==> src/design/bfm_cfg.svh <==
`ifndef BFM_CFG_SVH
`define BFM_CFG_SVH

`define BFM_W 32
`define BFM_FLAG_N 31
`define BFM_FLAG_C 30
`define BFM_FLAG_Z 29
`define BFM_FLAG_V 28
`define BFM_CFG_BITS 6
`define BFM_FE_BIT 5
`define BFM_FS_RST 5'h00
`define BFM_FE_RST 1'b0
`define BFM_UPPER_SWAP 26
`define BFM_UPPER_LEAD 27
`define BFM_LEAD_TOP 5'h1F
`define BFM_DISP_SHIFT 4
`define BFM_SHORT_DIR_BIT 5
`define BFM_SAMPLE_WAIT 2'h3

`endif

==> src/design/bfm_pkg.sv <==
package bfm_pkg;

  typedef enum logic [4:0] {
    OP_DEC_SKIP, OP_DEC_IF_EQ, OP_DEC_IF_NE, OP_IRQ_ON, OP_IRQ_OFF,
    OP_DEBUG_TRAP, OP_SWAP_FIELD, OP_SWAP_PC, OP_READ_PC, OP_READ_FLAGS,
    OP_ADD_ONE, OP_ABS_BR, OP_REL_BR, OP_IND_JUMP, OP_LINE, OP_LEAD_ONE
  } bfm_op_e;

  typedef enum logic [3:0] {
    CC_ALWAYS, CC_EQ, CC_NE, CC_CS, CC_CC, CC_MI, CC_PL, CC_VS,
    CC_VC, CC_GT, CC_LE, CC_GE, CC_LT, CC_HI, CC_LS, CC_NEVER
  } bfm_cond_e;

  typedef enum logic [2:0] {S_IDLE, S_ACK, S_WAIT, S_LINE} bfm_state_e;

  typedef struct packed {
    bfm_op_e op;
    logic long_form;
    logic [15:0] disp;
    logic field_sel;
    bfm_cond_e cond;
    logic line_var;
    logic [31:0] dst;
    logic [31:0] src;
    logic [31:0] next_pc;
    logic [31:0] target;
  } bfm_req_s;

  typedef struct packed {
    logic dst_we;
    logic [31:0] dst;
    logic taken;
    logic [31:0] pc;
  } bfm_res_s;

  typedef struct packed {
    logic sign_ext;
    logic [4:0] width;
  } bfm_fcfg_s;

  typedef struct packed {
    logic [15:0] count;
    logic [31:0] d;
    logic [15:0] a;
    logic [15:0] b;
    logic [31:0] ptr;
    logic [31:0] diag;
    logic [31:0] axial;
  } bfm_line_s;

endpackage

==> src/design/bfm_exec.sv <==
`timescale 1ns/1ps
`default_nettype none
`include "bfm_cfg.svh"
module bfm_exec (
  input wire logic REF_CLK,
  input wire logic RESET_N,
  input wire logic REQ_VALID,
  output logic REQ_READY,
  input wire bfm_pkg::bfm_req_s REQ,
  input wire bfm_pkg::bfm_line_s LINE_IN,
  input wire logic [31:0] FLAGS,
  input wire logic [31:0] IRQ_MASK,
  input wire logic [31:0] IRQ_PEND,
  input wire logic HALT_SELECT,
  input wire logic EMULATE_EXIT,
  output var bfm_pkg::bfm_res_s RES,
  output logic RES_VALID,
  output logic BAD_DISP,
  output logic GLOBAL_IRQ_ON,
  output logic IRQ_TAKE,
  output logic DEBUG_ACK_N,
  output logic EMULATE_MODE,
  output var bfm_pkg::bfm_fcfg_s FIELD_CFG0,
  output var bfm_pkg::bfm_fcfg_s FIELD_CFG1,
  output logic PIXEL_STB,
  output logic [31:0] PIXEL_ADDR,
  output var bfm_pkg::bfm_line_s LINE_OUT
);
  bfm_pkg::bfm_state_e state_q;
  bfm_pkg::bfm_res_s res_d;
  bfm_pkg::bfm_line_s line_q;
  bfm_pkg::bfm_fcfg_s cfg_sel;
  logic take;
  logic sel_s1_q;
  logic sel_s2_q;
  logic [1:0] wait_q;
  logic [31:0] next_q;
  logic line_var_q;
  logic [31:0] loop_words;
  logic [31:0] loop_mag;
  logic [31:0] loop_off;
  logic [31:0] rel_off;
  logic rel_bad;
  logic [31:0] dec_val;
  logic dec_go;
  logic cond_true;
  logic bad_d;
  logic nz_n;
  logic nz_c;
  logic nz_z;
  logic nz_v;
  logic [4:0] lo_pos;
  logic wait_end;
  logic line_end;
  logic d_pos;
  logic [31:0] line_step;
  logic [31:0] d_next;

  assign REQ_READY = (state_q == bfm_pkg::S_IDLE);
  assign take = REQ_VALID & REQ_READY;
  assign wait_end = (state_q == bfm_pkg::S_WAIT) && (wait_q == (`BFM_SAMPLE_WAIT - 2'h1));
  assign line_end = (state_q == bfm_pkg::S_LINE) && (line_q.count == 16'h0001);
  assign IRQ_TAKE = GLOBAL_IRQ_ON & (|(IRQ_MASK & IRQ_PEND));
  assign LINE_OUT = line_q;

  bfm_lead_one u_lead_one (
    .src(REQ.src),
    .pos(lo_pos)
  );

  // pin from the emulator: two flops before anything looks at it
  always_ff @(posedge REF_CLK or negedge RESET_N) begin
    if (!RESET_N) begin
      sel_s1_q <= 1'b1;
      sel_s2_q <= 1'b1;
    end else begin
      sel_s1_q <= HALT_SELECT;
      sel_s2_q <= sel_s1_q;
    end
  end

  assign nz_n = FLAGS[`BFM_FLAG_N];
  assign nz_c = FLAGS[`BFM_FLAG_C];
  assign nz_z = FLAGS[`BFM_FLAG_Z];
  assign nz_v = FLAGS[`BFM_FLAG_V];

  always_comb begin
    case (REQ.cond)
      bfm_pkg::CC_ALWAYS: cond_true = 1'b1;
      bfm_pkg::CC_EQ: cond_true = nz_z;
      bfm_pkg::CC_NE: cond_true = ~nz_z;
      bfm_pkg::CC_CS: cond_true = nz_c;
      bfm_pkg::CC_CC: cond_true = ~nz_c;
      bfm_pkg::CC_MI: cond_true = nz_n;
      bfm_pkg::CC_PL: cond_true = ~nz_n;
      bfm_pkg::CC_VS: cond_true = nz_v;
      bfm_pkg::CC_VC: cond_true = ~nz_v;
      bfm_pkg::CC_GT: cond_true = ~nz_z & (nz_n == nz_v);
      bfm_pkg::CC_LE: cond_true = nz_z | (nz_n != nz_v);
      bfm_pkg::CC_GE: cond_true = (nz_n == nz_v);
      bfm_pkg::CC_LT: cond_true = (nz_n != nz_v);
      bfm_pkg::CC_HI: cond_true = ~nz_c & ~nz_z;
      bfm_pkg::CC_LS: cond_true = nz_c | nz_z;
      default: cond_true = 1'b0;
    endcase
  end

  // displacements: short loop form is magnitude-minus-one plus direction bit
  always_comb begin
    loop_mag = {27'h0, REQ.disp[4:0]} + 32'h1;
    if (REQ.long_form) begin
      loop_words = {{16{REQ.disp[15]}}, REQ.disp};
    end else begin
      loop_words = REQ.disp[`BFM_SHORT_DIR_BIT] ? (32'h0 - loop_mag) : loop_mag;
    end
    loop_off = loop_words << `BFM_DISP_SHIFT;
    if (REQ.long_form) begin
      rel_off = {{16{REQ.disp[15]}}, REQ.disp};
      rel_bad = (REQ.disp == 16'h0000) || (REQ.disp == 16'h8000);
    end else begin
      rel_off = {{24{REQ.disp[7]}}, REQ.disp[7:0]};
      rel_bad = (REQ.disp[7:0] == 8'h00) || (REQ.disp[7:0] == 8'h80);
    end
  end

  assign dec_val = REQ.dst - 32'h1;
  assign dec_go = (REQ.op == bfm_pkg::OP_DEC_SKIP) ||
                  ((REQ.op == bfm_pkg::OP_DEC_IF_EQ) && nz_z) ||
                  ((REQ.op == bfm_pkg::OP_DEC_IF_NE) && !nz_z);
  assign cfg_sel = REQ.field_sel ? FIELD_CFG1 : FIELD_CFG0;

  always_comb begin
    res_d = '0;
    res_d.pc = REQ.next_pc;
    bad_d = 1'b0;
    case (REQ.op)
      bfm_pkg::OP_DEC_SKIP, bfm_pkg::OP_DEC_IF_EQ, bfm_pkg::OP_DEC_IF_NE: begin
        if (dec_go) begin
          res_d.dst_we = 1'b1;
          res_d.dst = dec_val;
          if (dec_val != 32'h0) begin
            res_d.taken = 1'b1;
            res_d.pc = REQ.next_pc + loop_off;
          end
        end
      end
      bfm_pkg::OP_SWAP_FIELD: begin
        res_d.dst_we = 1'b1;
        res_d.dst = {26'h0, cfg_sel};
      end
      bfm_pkg::OP_SWAP_PC: begin
        res_d.dst_we = 1'b1;
        res_d.dst = REQ.next_pc;
        res_d.taken = 1'b1;
        res_d.pc = REQ.dst;
      end
      bfm_pkg::OP_READ_PC: begin
        res_d.dst_we = 1'b1;
        res_d.dst = REQ.next_pc;
      end
      bfm_pkg::OP_READ_FLAGS: begin
        res_d.dst_we = 1'b1;
        res_d.dst = FLAGS;
      end
      bfm_pkg::OP_ADD_ONE: begin
        res_d.dst_we = 1'b1;
        res_d.dst = REQ.dst + 32'h1;
      end
      bfm_pkg::OP_ABS_BR: begin
        if (cond_true) begin
          res_d.taken = 1'b1;
          res_d.pc = REQ.target;
        end
      end
      bfm_pkg::OP_REL_BR: begin
        bad_d = rel_bad;
        // an excluded displacement falls through rather than loop on itself
        if (cond_true && !rel_bad) begin
          res_d.taken = 1'b1;
          res_d.pc = REQ.next_pc + rel_off;
        end
      end
      bfm_pkg::OP_IND_JUMP: begin
        res_d.taken = 1'b1;
        res_d.pc = REQ.src;
      end
      bfm_pkg::OP_LEAD_ONE: begin
        res_d.dst_we = 1'b1;
        res_d.dst = {27'h0, `BFM_LEAD_TOP - lo_pos};
      end
      default: begin
        res_d.dst_we = 1'b0;
      end
    endcase
  end

  always_ff @(posedge REF_CLK or negedge RESET_N) begin
    if (!RESET_N) begin
      state_q <= bfm_pkg::S_IDLE;
    end else begin
      case (state_q)
        bfm_pkg::S_IDLE: begin
          if (take && REQ.op == bfm_pkg::OP_DEBUG_TRAP) begin
            state_q <= bfm_pkg::S_ACK;
          end else if (take && REQ.op == bfm_pkg::OP_LINE && LINE_IN.count != 16'h0) begin
            state_q <= bfm_pkg::S_LINE;
          end
        end
        bfm_pkg::S_ACK: state_q <= bfm_pkg::S_WAIT;
        bfm_pkg::S_WAIT: begin
          if (wait_end) begin
            state_q <= bfm_pkg::S_IDLE;
          end
        end
        bfm_pkg::S_LINE: begin
          if (line_end) begin
            state_q <= bfm_pkg::S_IDLE;
          end
        end
        default: state_q <= bfm_pkg::S_IDLE;
      endcase
    end
  end

  always_ff @(posedge REF_CLK or negedge RESET_N) begin
    if (!RESET_N) begin
      next_q <= 32'h0;
      line_var_q <= 1'b0;
    end else if (take) begin
      next_q <= REQ.next_pc;
      line_var_q <= REQ.line_var;
    end
  end

  always_ff @(posedge REF_CLK or negedge RESET_N) begin
    if (!RESET_N) begin
      RES <= '0;
      RES_VALID <= 1'b0;
      BAD_DISP <= 1'b0;
    end else begin
      RES_VALID <= 1'b0;
      BAD_DISP <= 1'b0;
      if (take && REQ.op != bfm_pkg::OP_DEBUG_TRAP &&
          !(REQ.op == bfm_pkg::OP_LINE && LINE_IN.count != 16'h0)) begin
        RES <= res_d;
        RES_VALID <= 1'b1;
        BAD_DISP <= bad_d;
      end else if (wait_end || line_end) begin
        RES <= '{dst_we: 1'b0, dst: 32'h0, taken: 1'b0, pc: next_q};
        RES_VALID <= 1'b1;
      end
    end
  end

  // trap handshake: one-cycle ack, then wait out the emulator and the synchroniser
  always_ff @(posedge REF_CLK or negedge RESET_N) begin
    if (!RESET_N) begin
      DEBUG_ACK_N <= 1'b1;
      wait_q <= 2'h0;
    end else begin
      DEBUG_ACK_N <= !(take && REQ.op == bfm_pkg::OP_DEBUG_TRAP);
      wait_q <= (state_q == bfm_pkg::S_WAIT) ? wait_q + 2'h1 : 2'h0;
    end
  end

  always_ff @(posedge REF_CLK or negedge RESET_N) begin
    if (!RESET_N) begin
      EMULATE_MODE <= 1'b0;
    end else if (wait_end && !sel_s2_q) begin
      EMULATE_MODE <= 1'b1;
    end else if (EMULATE_EXIT) begin
      EMULATE_MODE <= 1'b0;
    end
  end

  always_ff @(posedge REF_CLK or negedge RESET_N) begin
    if (!RESET_N) begin
      GLOBAL_IRQ_ON <= 1'b0;
    end else if (take && REQ.op == bfm_pkg::OP_IRQ_ON) begin
      GLOBAL_IRQ_ON <= 1'b1;
    end else if (take && REQ.op == bfm_pkg::OP_IRQ_OFF) begin
      GLOBAL_IRQ_ON <= 1'b0;
    end
  end

  always_ff @(posedge REF_CLK or negedge RESET_N) begin
    if (!RESET_N) begin
      FIELD_CFG0 <= '{sign_ext: `BFM_FE_RST, width: `BFM_FS_RST};
      FIELD_CFG1 <= '{sign_ext: `BFM_FE_RST, width: `BFM_FS_RST};
    end else if (take && REQ.op == bfm_pkg::OP_SWAP_FIELD) begin
      if (REQ.field_sel) begin
        FIELD_CFG1 <= REQ.dst[`BFM_CFG_BITS-1:0];
      end else begin
        FIELD_CFG0 <= REQ.dst[`BFM_CFG_BITS-1:0];
      end
    end
  end

  assign d_pos = line_var_q ? ($signed(line_q.d) > 0) : ($signed(line_q.d) >= 0);
  assign line_step = {{15{line_q.b[15]}}, line_q.b, 1'b0} -
                     (d_pos ? {{15{line_q.a[15]}}, line_q.a, 1'b0} : 32'h0);
  assign d_next = line_q.d + line_step;

  always_ff @(posedge REF_CLK or negedge RESET_N) begin
    if (!RESET_N) begin
      line_q <= '0;
      PIXEL_STB <= 1'b0;
      PIXEL_ADDR <= 32'h0;
    end else begin
      PIXEL_STB <= 1'b0;
      if (take && REQ.op == bfm_pkg::OP_LINE) begin
        line_q <= LINE_IN;
      end else if (state_q == bfm_pkg::S_LINE) begin
        PIXEL_STB <= 1'b1;
        PIXEL_ADDR <= line_q.ptr;
        line_q.count <= line_q.count - 16'h1;
        line_q.d <= d_next;
        // x and y halves step separately so no carry leaks between them
        if (d_pos) begin
          line_q.ptr <= {line_q.ptr[31:16] + line_q.diag[31:16],
                         line_q.ptr[15:0] + line_q.diag[15:0]};
        end else begin
          line_q.ptr <= {line_q.ptr[31:16] + line_q.axial[31:16],
                         line_q.ptr[15:0] + line_q.axial[15:0]};
        end
      end
    end
  end
endmodule
`default_nettype wire

==> src/design/bfm_lead_one.sv <==
`timescale 1ns/1ps
`default_nettype none
module bfm_lead_one (
  input wire logic [31:0] src,
  output logic [4:0] pos
);
  logic [31:0] above;
  logic [4:0] acc [0:32];

  assign above[31] = 1'b0;
  assign acc[0] = 5'h00;

  genvar i;
  generate
    for (i = 0; i < 32; i = i + 1) begin : g_bit
      if (i < 31) begin : g_above
        assign above[i] = above[i + 1] | src[i + 1];
      end
      // only the highest set bit contributes its index
      assign acc[i + 1] = acc[i] | ((src[i] & ~above[i]) ? 5'(i) : 5'h00);
    end
  endgenerate

  assign pos = acc[32];
endmodule
`default_nettype wire

==> config.mk <==
export PLATFORM = sky130hd
export DESIGN_NAME = bfm_exec
export DESIGN_NICKNAME = d
export VERILOG_FILES = /design/src/design/bfm_pkg.sv /design/src/design/bfm_exec.sv /design/src/design/bfm_lead_one.sv
export VERILOG_INCLUDE_DIRS = /design/src /design/src/design
export SDC_FILE = /design/constraint.sdc
export NUM_CORES = 1
export LEC_CHECK = 0
export BUFFER_PORTS_ARGS = -buffer_cell sky130_fd_sc_hd__buf_2
export CELL_PAD_IN_SITES_DETAIL_PLACEMENT = 0
export CELL_PAD_IN_SITES_GLOBAL_PLACEMENT = 1
export CORE_UTILIZATION = 23
export DETAILED_ROUTE_END_ITERATION = 8
export GPL_TIMING_DRIVEN = 0
export HOLD_SLACK_MARGIN = 0.05
export MAX_ROUTING_LAYER = met4
export PLACE_DENSITY_LB_ADDON = 0.08
export SYNTH_ARGS = -nofsm -noshare
export SYNTH_HDL_FRONTEND = slang
export SYNTH_HIERARCHICAL = 1
export SYNTH_SLANG_ARGS = --single-unit
==> constraint.sdc <==
create_clock -name REF_CLK -period 7 [get_ports REF_CLK]
set_input_delay 0.7 -clock REF_CLK [delete_from_list [all_inputs] [get_ports REF_CLK]]
set_output_delay 0.7 -clock REF_CLK [all_outputs]
set_load 0.005 [all_outputs]
==> summary.md <==
| Metric | Value |
|---|---|
| Critical Path RT | between 7000 and 8000 ps |
| Seq cells post-synth | 331 |
| Max-Cap Viols | 0 |
| Comb pwr share | roughly 16% |
| Worst Max-Slew Pin Slew | 1390 ps |
| Layout cell share with drive strength beyond 1 | 22.9% |
| Top-count cell post-synth | nand2_1 |
| Status | finished, final reports clean |
| Clock Sinks | 331 |
| Cells after synthesis | 3031 |
| CTS tree | yes |
| CP Class | reg2reg |
| CTS root buffer | clkbuf_16 |
| RR Startpoint | LINE_OUT[136] |
| GRT Overall Usage | between 20% and 30% |
| R2R cell count | 21 |
| Highest metal used | met4 |
| Fin crit share | 91.7% |
| Sw Ratio | 29.8% |
| Worst R2R Setup Slack | 580 ps |
| Vias per inst | 5.05 |
| DRT antenna net count | 0 |
| Net Switching | about 1600 uW |
| Net Count, Synth | 3626 |
| Largest stage delay, worst path | 930 ps |
| Non-Filler Instances | 5267 |
| Fillers | 11960 |
| 1st-iter DRT viols | 1897 |
| Vias in the first global route | 26627 |
| Largest net degree at the start of global routing | between 100 and 150 |
| F_max | approximately 0.16 GHz |
| Final Hold Violating Endpoints | 0 |
| Int Power | 3760 uW |
| # rows | 120 |
| Total die area | 109000 um2 |
| First-pass GRT wire length | 198000 um |
| Synth Cell Area | 24800 um2 |
| Tmin final | around 6400 ps |
| Pre-antenna DRT Iters | 6 |
| Met3 WL | between 9000 and 10000 um |
| Crit-path leading delay family | simple AND/OR/NAND/NOR gates |
| Synth cell count leaders | nand2_1 (685), dfrtp_1 (328), o21ai_0 (217) |
| H-tree levels | 2 |
| Worst rel slew slack | 6.99% |
| GR Overflow Total | 0 |
| Worst-Skew Late Latency | between 600 and 700 ps |
| Worst path depth | 21 |
| Post-DP HPWL | 115000 um |
| HP Class | in2reg |
| Largest cells by area after synthesis | dfrtp_1 (33%), nand2_1 (10%), ha_1 (6.4%) |
| Clock Skew | 43.9 ps |
| Final core occ | 29.9% |
| NumNets Final | around 4400 |
| Via count | 26576 |
| Drt wl/cell | approximately 27 um |
| Post-synth EDFFs | 0 |
| Core ar. | approximately 110000 um2 |
| Max Root-Sink Buffers | 3 |
| Io pins | 727 |
| Leakage power | roughly 0.015 uW |
| Synthesis Warnings | 6 |
| Critical path startpoint category | flop |
| Area delta synth->final | 28.9% |
| Register area share after synthesis | 33.5% |
| Synth top area share | 33.1% |
| Buf/Inv on CP | 4 |
| Dominant synthesized flop cell | dfrtp_1 |
| Slowest CP cell | nor2_1 |
| GP Congestion | roughly 0.94 |
| Final Max Slew Viols | 0 |
| Die X | 330 um |
| DRC viols | 0 |
| Share of flip-flops with an asynchronous set or reset | 100% |
| Crit Path Max Fanout | 15 |
| Cell chain of the critical path | nor4_1, nand4_1, nor2_1, nor2_1, clkbuf_1, nand2_1, inv_1, fa_1, inv_1, ha_1, clkbuf_1, a21oi_1, o21ai_0, a31oi_1, o21ai_0, nor3_1, a21oi_1, a41oi_1, mux2_2, a211o_1, nand3_1 |
| Register area | 8290 um2 |
| Initial antenna violation count | 38 |
| Setup crit end kind | flop |
| Total CTS buffers | 47 |
| Sequential share of power | 35.7% |
| Clock group share of total power | 48.7% |
| RSZ-0062 raised after global routing | no |
| DP Cell Count | approximately 5100 |
| Port Buffer Count | between 700 and 800 |
| Avg Cell Area, Syn | 8.17 um2 |
| Die Y | 330 um |
| # setup viols final | 0 |
| Clk pin slew, worst setup/hold paths | 60 ps |
| Cell Pwr Density | 168 nW/um2 |
| Starting Density | a little under a quarter |
| Unique masters post-synth | 84 |
| Setup Fix Bufs, Post-CTS | 0 |
| Post-route met1 wirelength | 58600 um |
| Max VDD drop | 0.171 mV |
| R2r endpoint | LINE_OUT[159] |
| Footprint of the multi-input gates | 15200 um2 |
| WL final | 141000 um |
| WL met2 | ~68000 um |
| Worst Hold Launch | HALT_SELECT |
| Endpoint, Worst Hold | sel_s1_q |
| Synth area leader | dfrtp_1 |
| Worst EP arrival | roughly 7000 ps |
| Hold depth | 1 |
| Setup_tns | 0 ps |
how the worst max path moves through the flow:
stage / startpoint / slack [ps] / to
after global placement: RESET_N / -2510 / LINE_OUT[15]
after CTS: LINE_OUT[136] / 350 / LINE_OUT[159]
after detailed placement: LINE_OUT[136] / 390 / LINE_OUT[159]
after global routing: LINE_OUT[136] / 20 / LINE_OUT[159]
final: LINE_OUT[136] / 580 / LINE_OUT[159]
after floorplan: REQ[134] / 2410 / RES[24]
cells by family (layout without fill, tap and decap cells):
logic type	after synthesis	after routing	share of synthesized area, %
xor gates and xnor gates	139	139	4.92
muxes	67	67	2.94
and+or+nand+nor	1150	1150	21.1
adders and majority gates	162	162	9.25
other	0	31	0
AOI/OAI and AO/OA	850	850	23.2
buffers and inverters	332	1134	5.14
DFF	331	331	33.5
final cells by class:
class	instances	share of cell area [%]
multi-input cells	2368	47.6
inverters	163	1.92
plain buffers	169	2.07
repair buffers	714	11.5
clock inverters	18	0.796
well taps	1403	5.50
flip-flops and latches	331	26.0
diodes	31	0.243
clock buffers	70	4.40
metal layers:
metal	global-route usage (%)	up-vias
li1	-	12470
met5	-	-
met4	7.73	0
met2	43.3	877
met3	5.98	158
met1	31.1	13071
per-stage QoR:
step           setup slack, ps  total power [uW]  hold WS (ps)  area (um2)
2_1_floorplan             2410              2370           345       24800
3_3_place_gp             -2510              2780           347       30100
3_5_place_dp               394              2780           349       30200
4_1_cts                    354              5460           132       31800
5_1_grt                   18.5              5590           150       31900
6_report                   578              5360           177       31900
placed cells by master, fill, tap and decap left out, drive strengths merged, types with 21 or more instances in the layout:
cell	count
a211oi	27
o21ai	221
mux2	46
xor2	61
xnor2	78
and3	27
buf	726
diode	31
a22oi	68
a22o	22
ha	127
a221oi	43
a21oi	165
and2	32
a222oi	26
fa	35
nor3	50
mux2i	21
nor4	34
nand3	49
clkbuf	226
a31oi	37
a21o	50
inv	162
dfrtp	328
a221o	48
nand2	685
nor2	141
flip-flops by register name, summed over array words and instances (netlist names):
register and cells:
BAD_DISP 1, DEBUG_ACK_N 1, EMULATE_MODE 1, FIELD_CFG0 6, FIELD_CFG1 6, GLOBAL_IRQ_ON 1, LINE_OUT 176, PIXEL_ADDR 32
PIXEL_STB 1, RES 66, RES_VALID 1, line_var_q 1, next_q 32, sel_s1_q 1, sel_s2_q 1, state_q 2
wait_q 2
repair_timing:
| action | in CTS | in global routing |
|---|---|---|
| hold buffers | 1 | 0 |
| gates resized for setup | 0 | 0 |
| endpoints found under the hold margin | 52 | 0 |
power by group through the flow:
stage	registers [uW]	logic, uW	clock network [uW]
after floorplan	1950	422	0
after global placement	1950	831	0
after detailed placement	1950	831	0
after CTS	1910	837	2710
after global routing	1910	907	2770
final	1920	837	2610
Power figures use the tool's default switching activity.
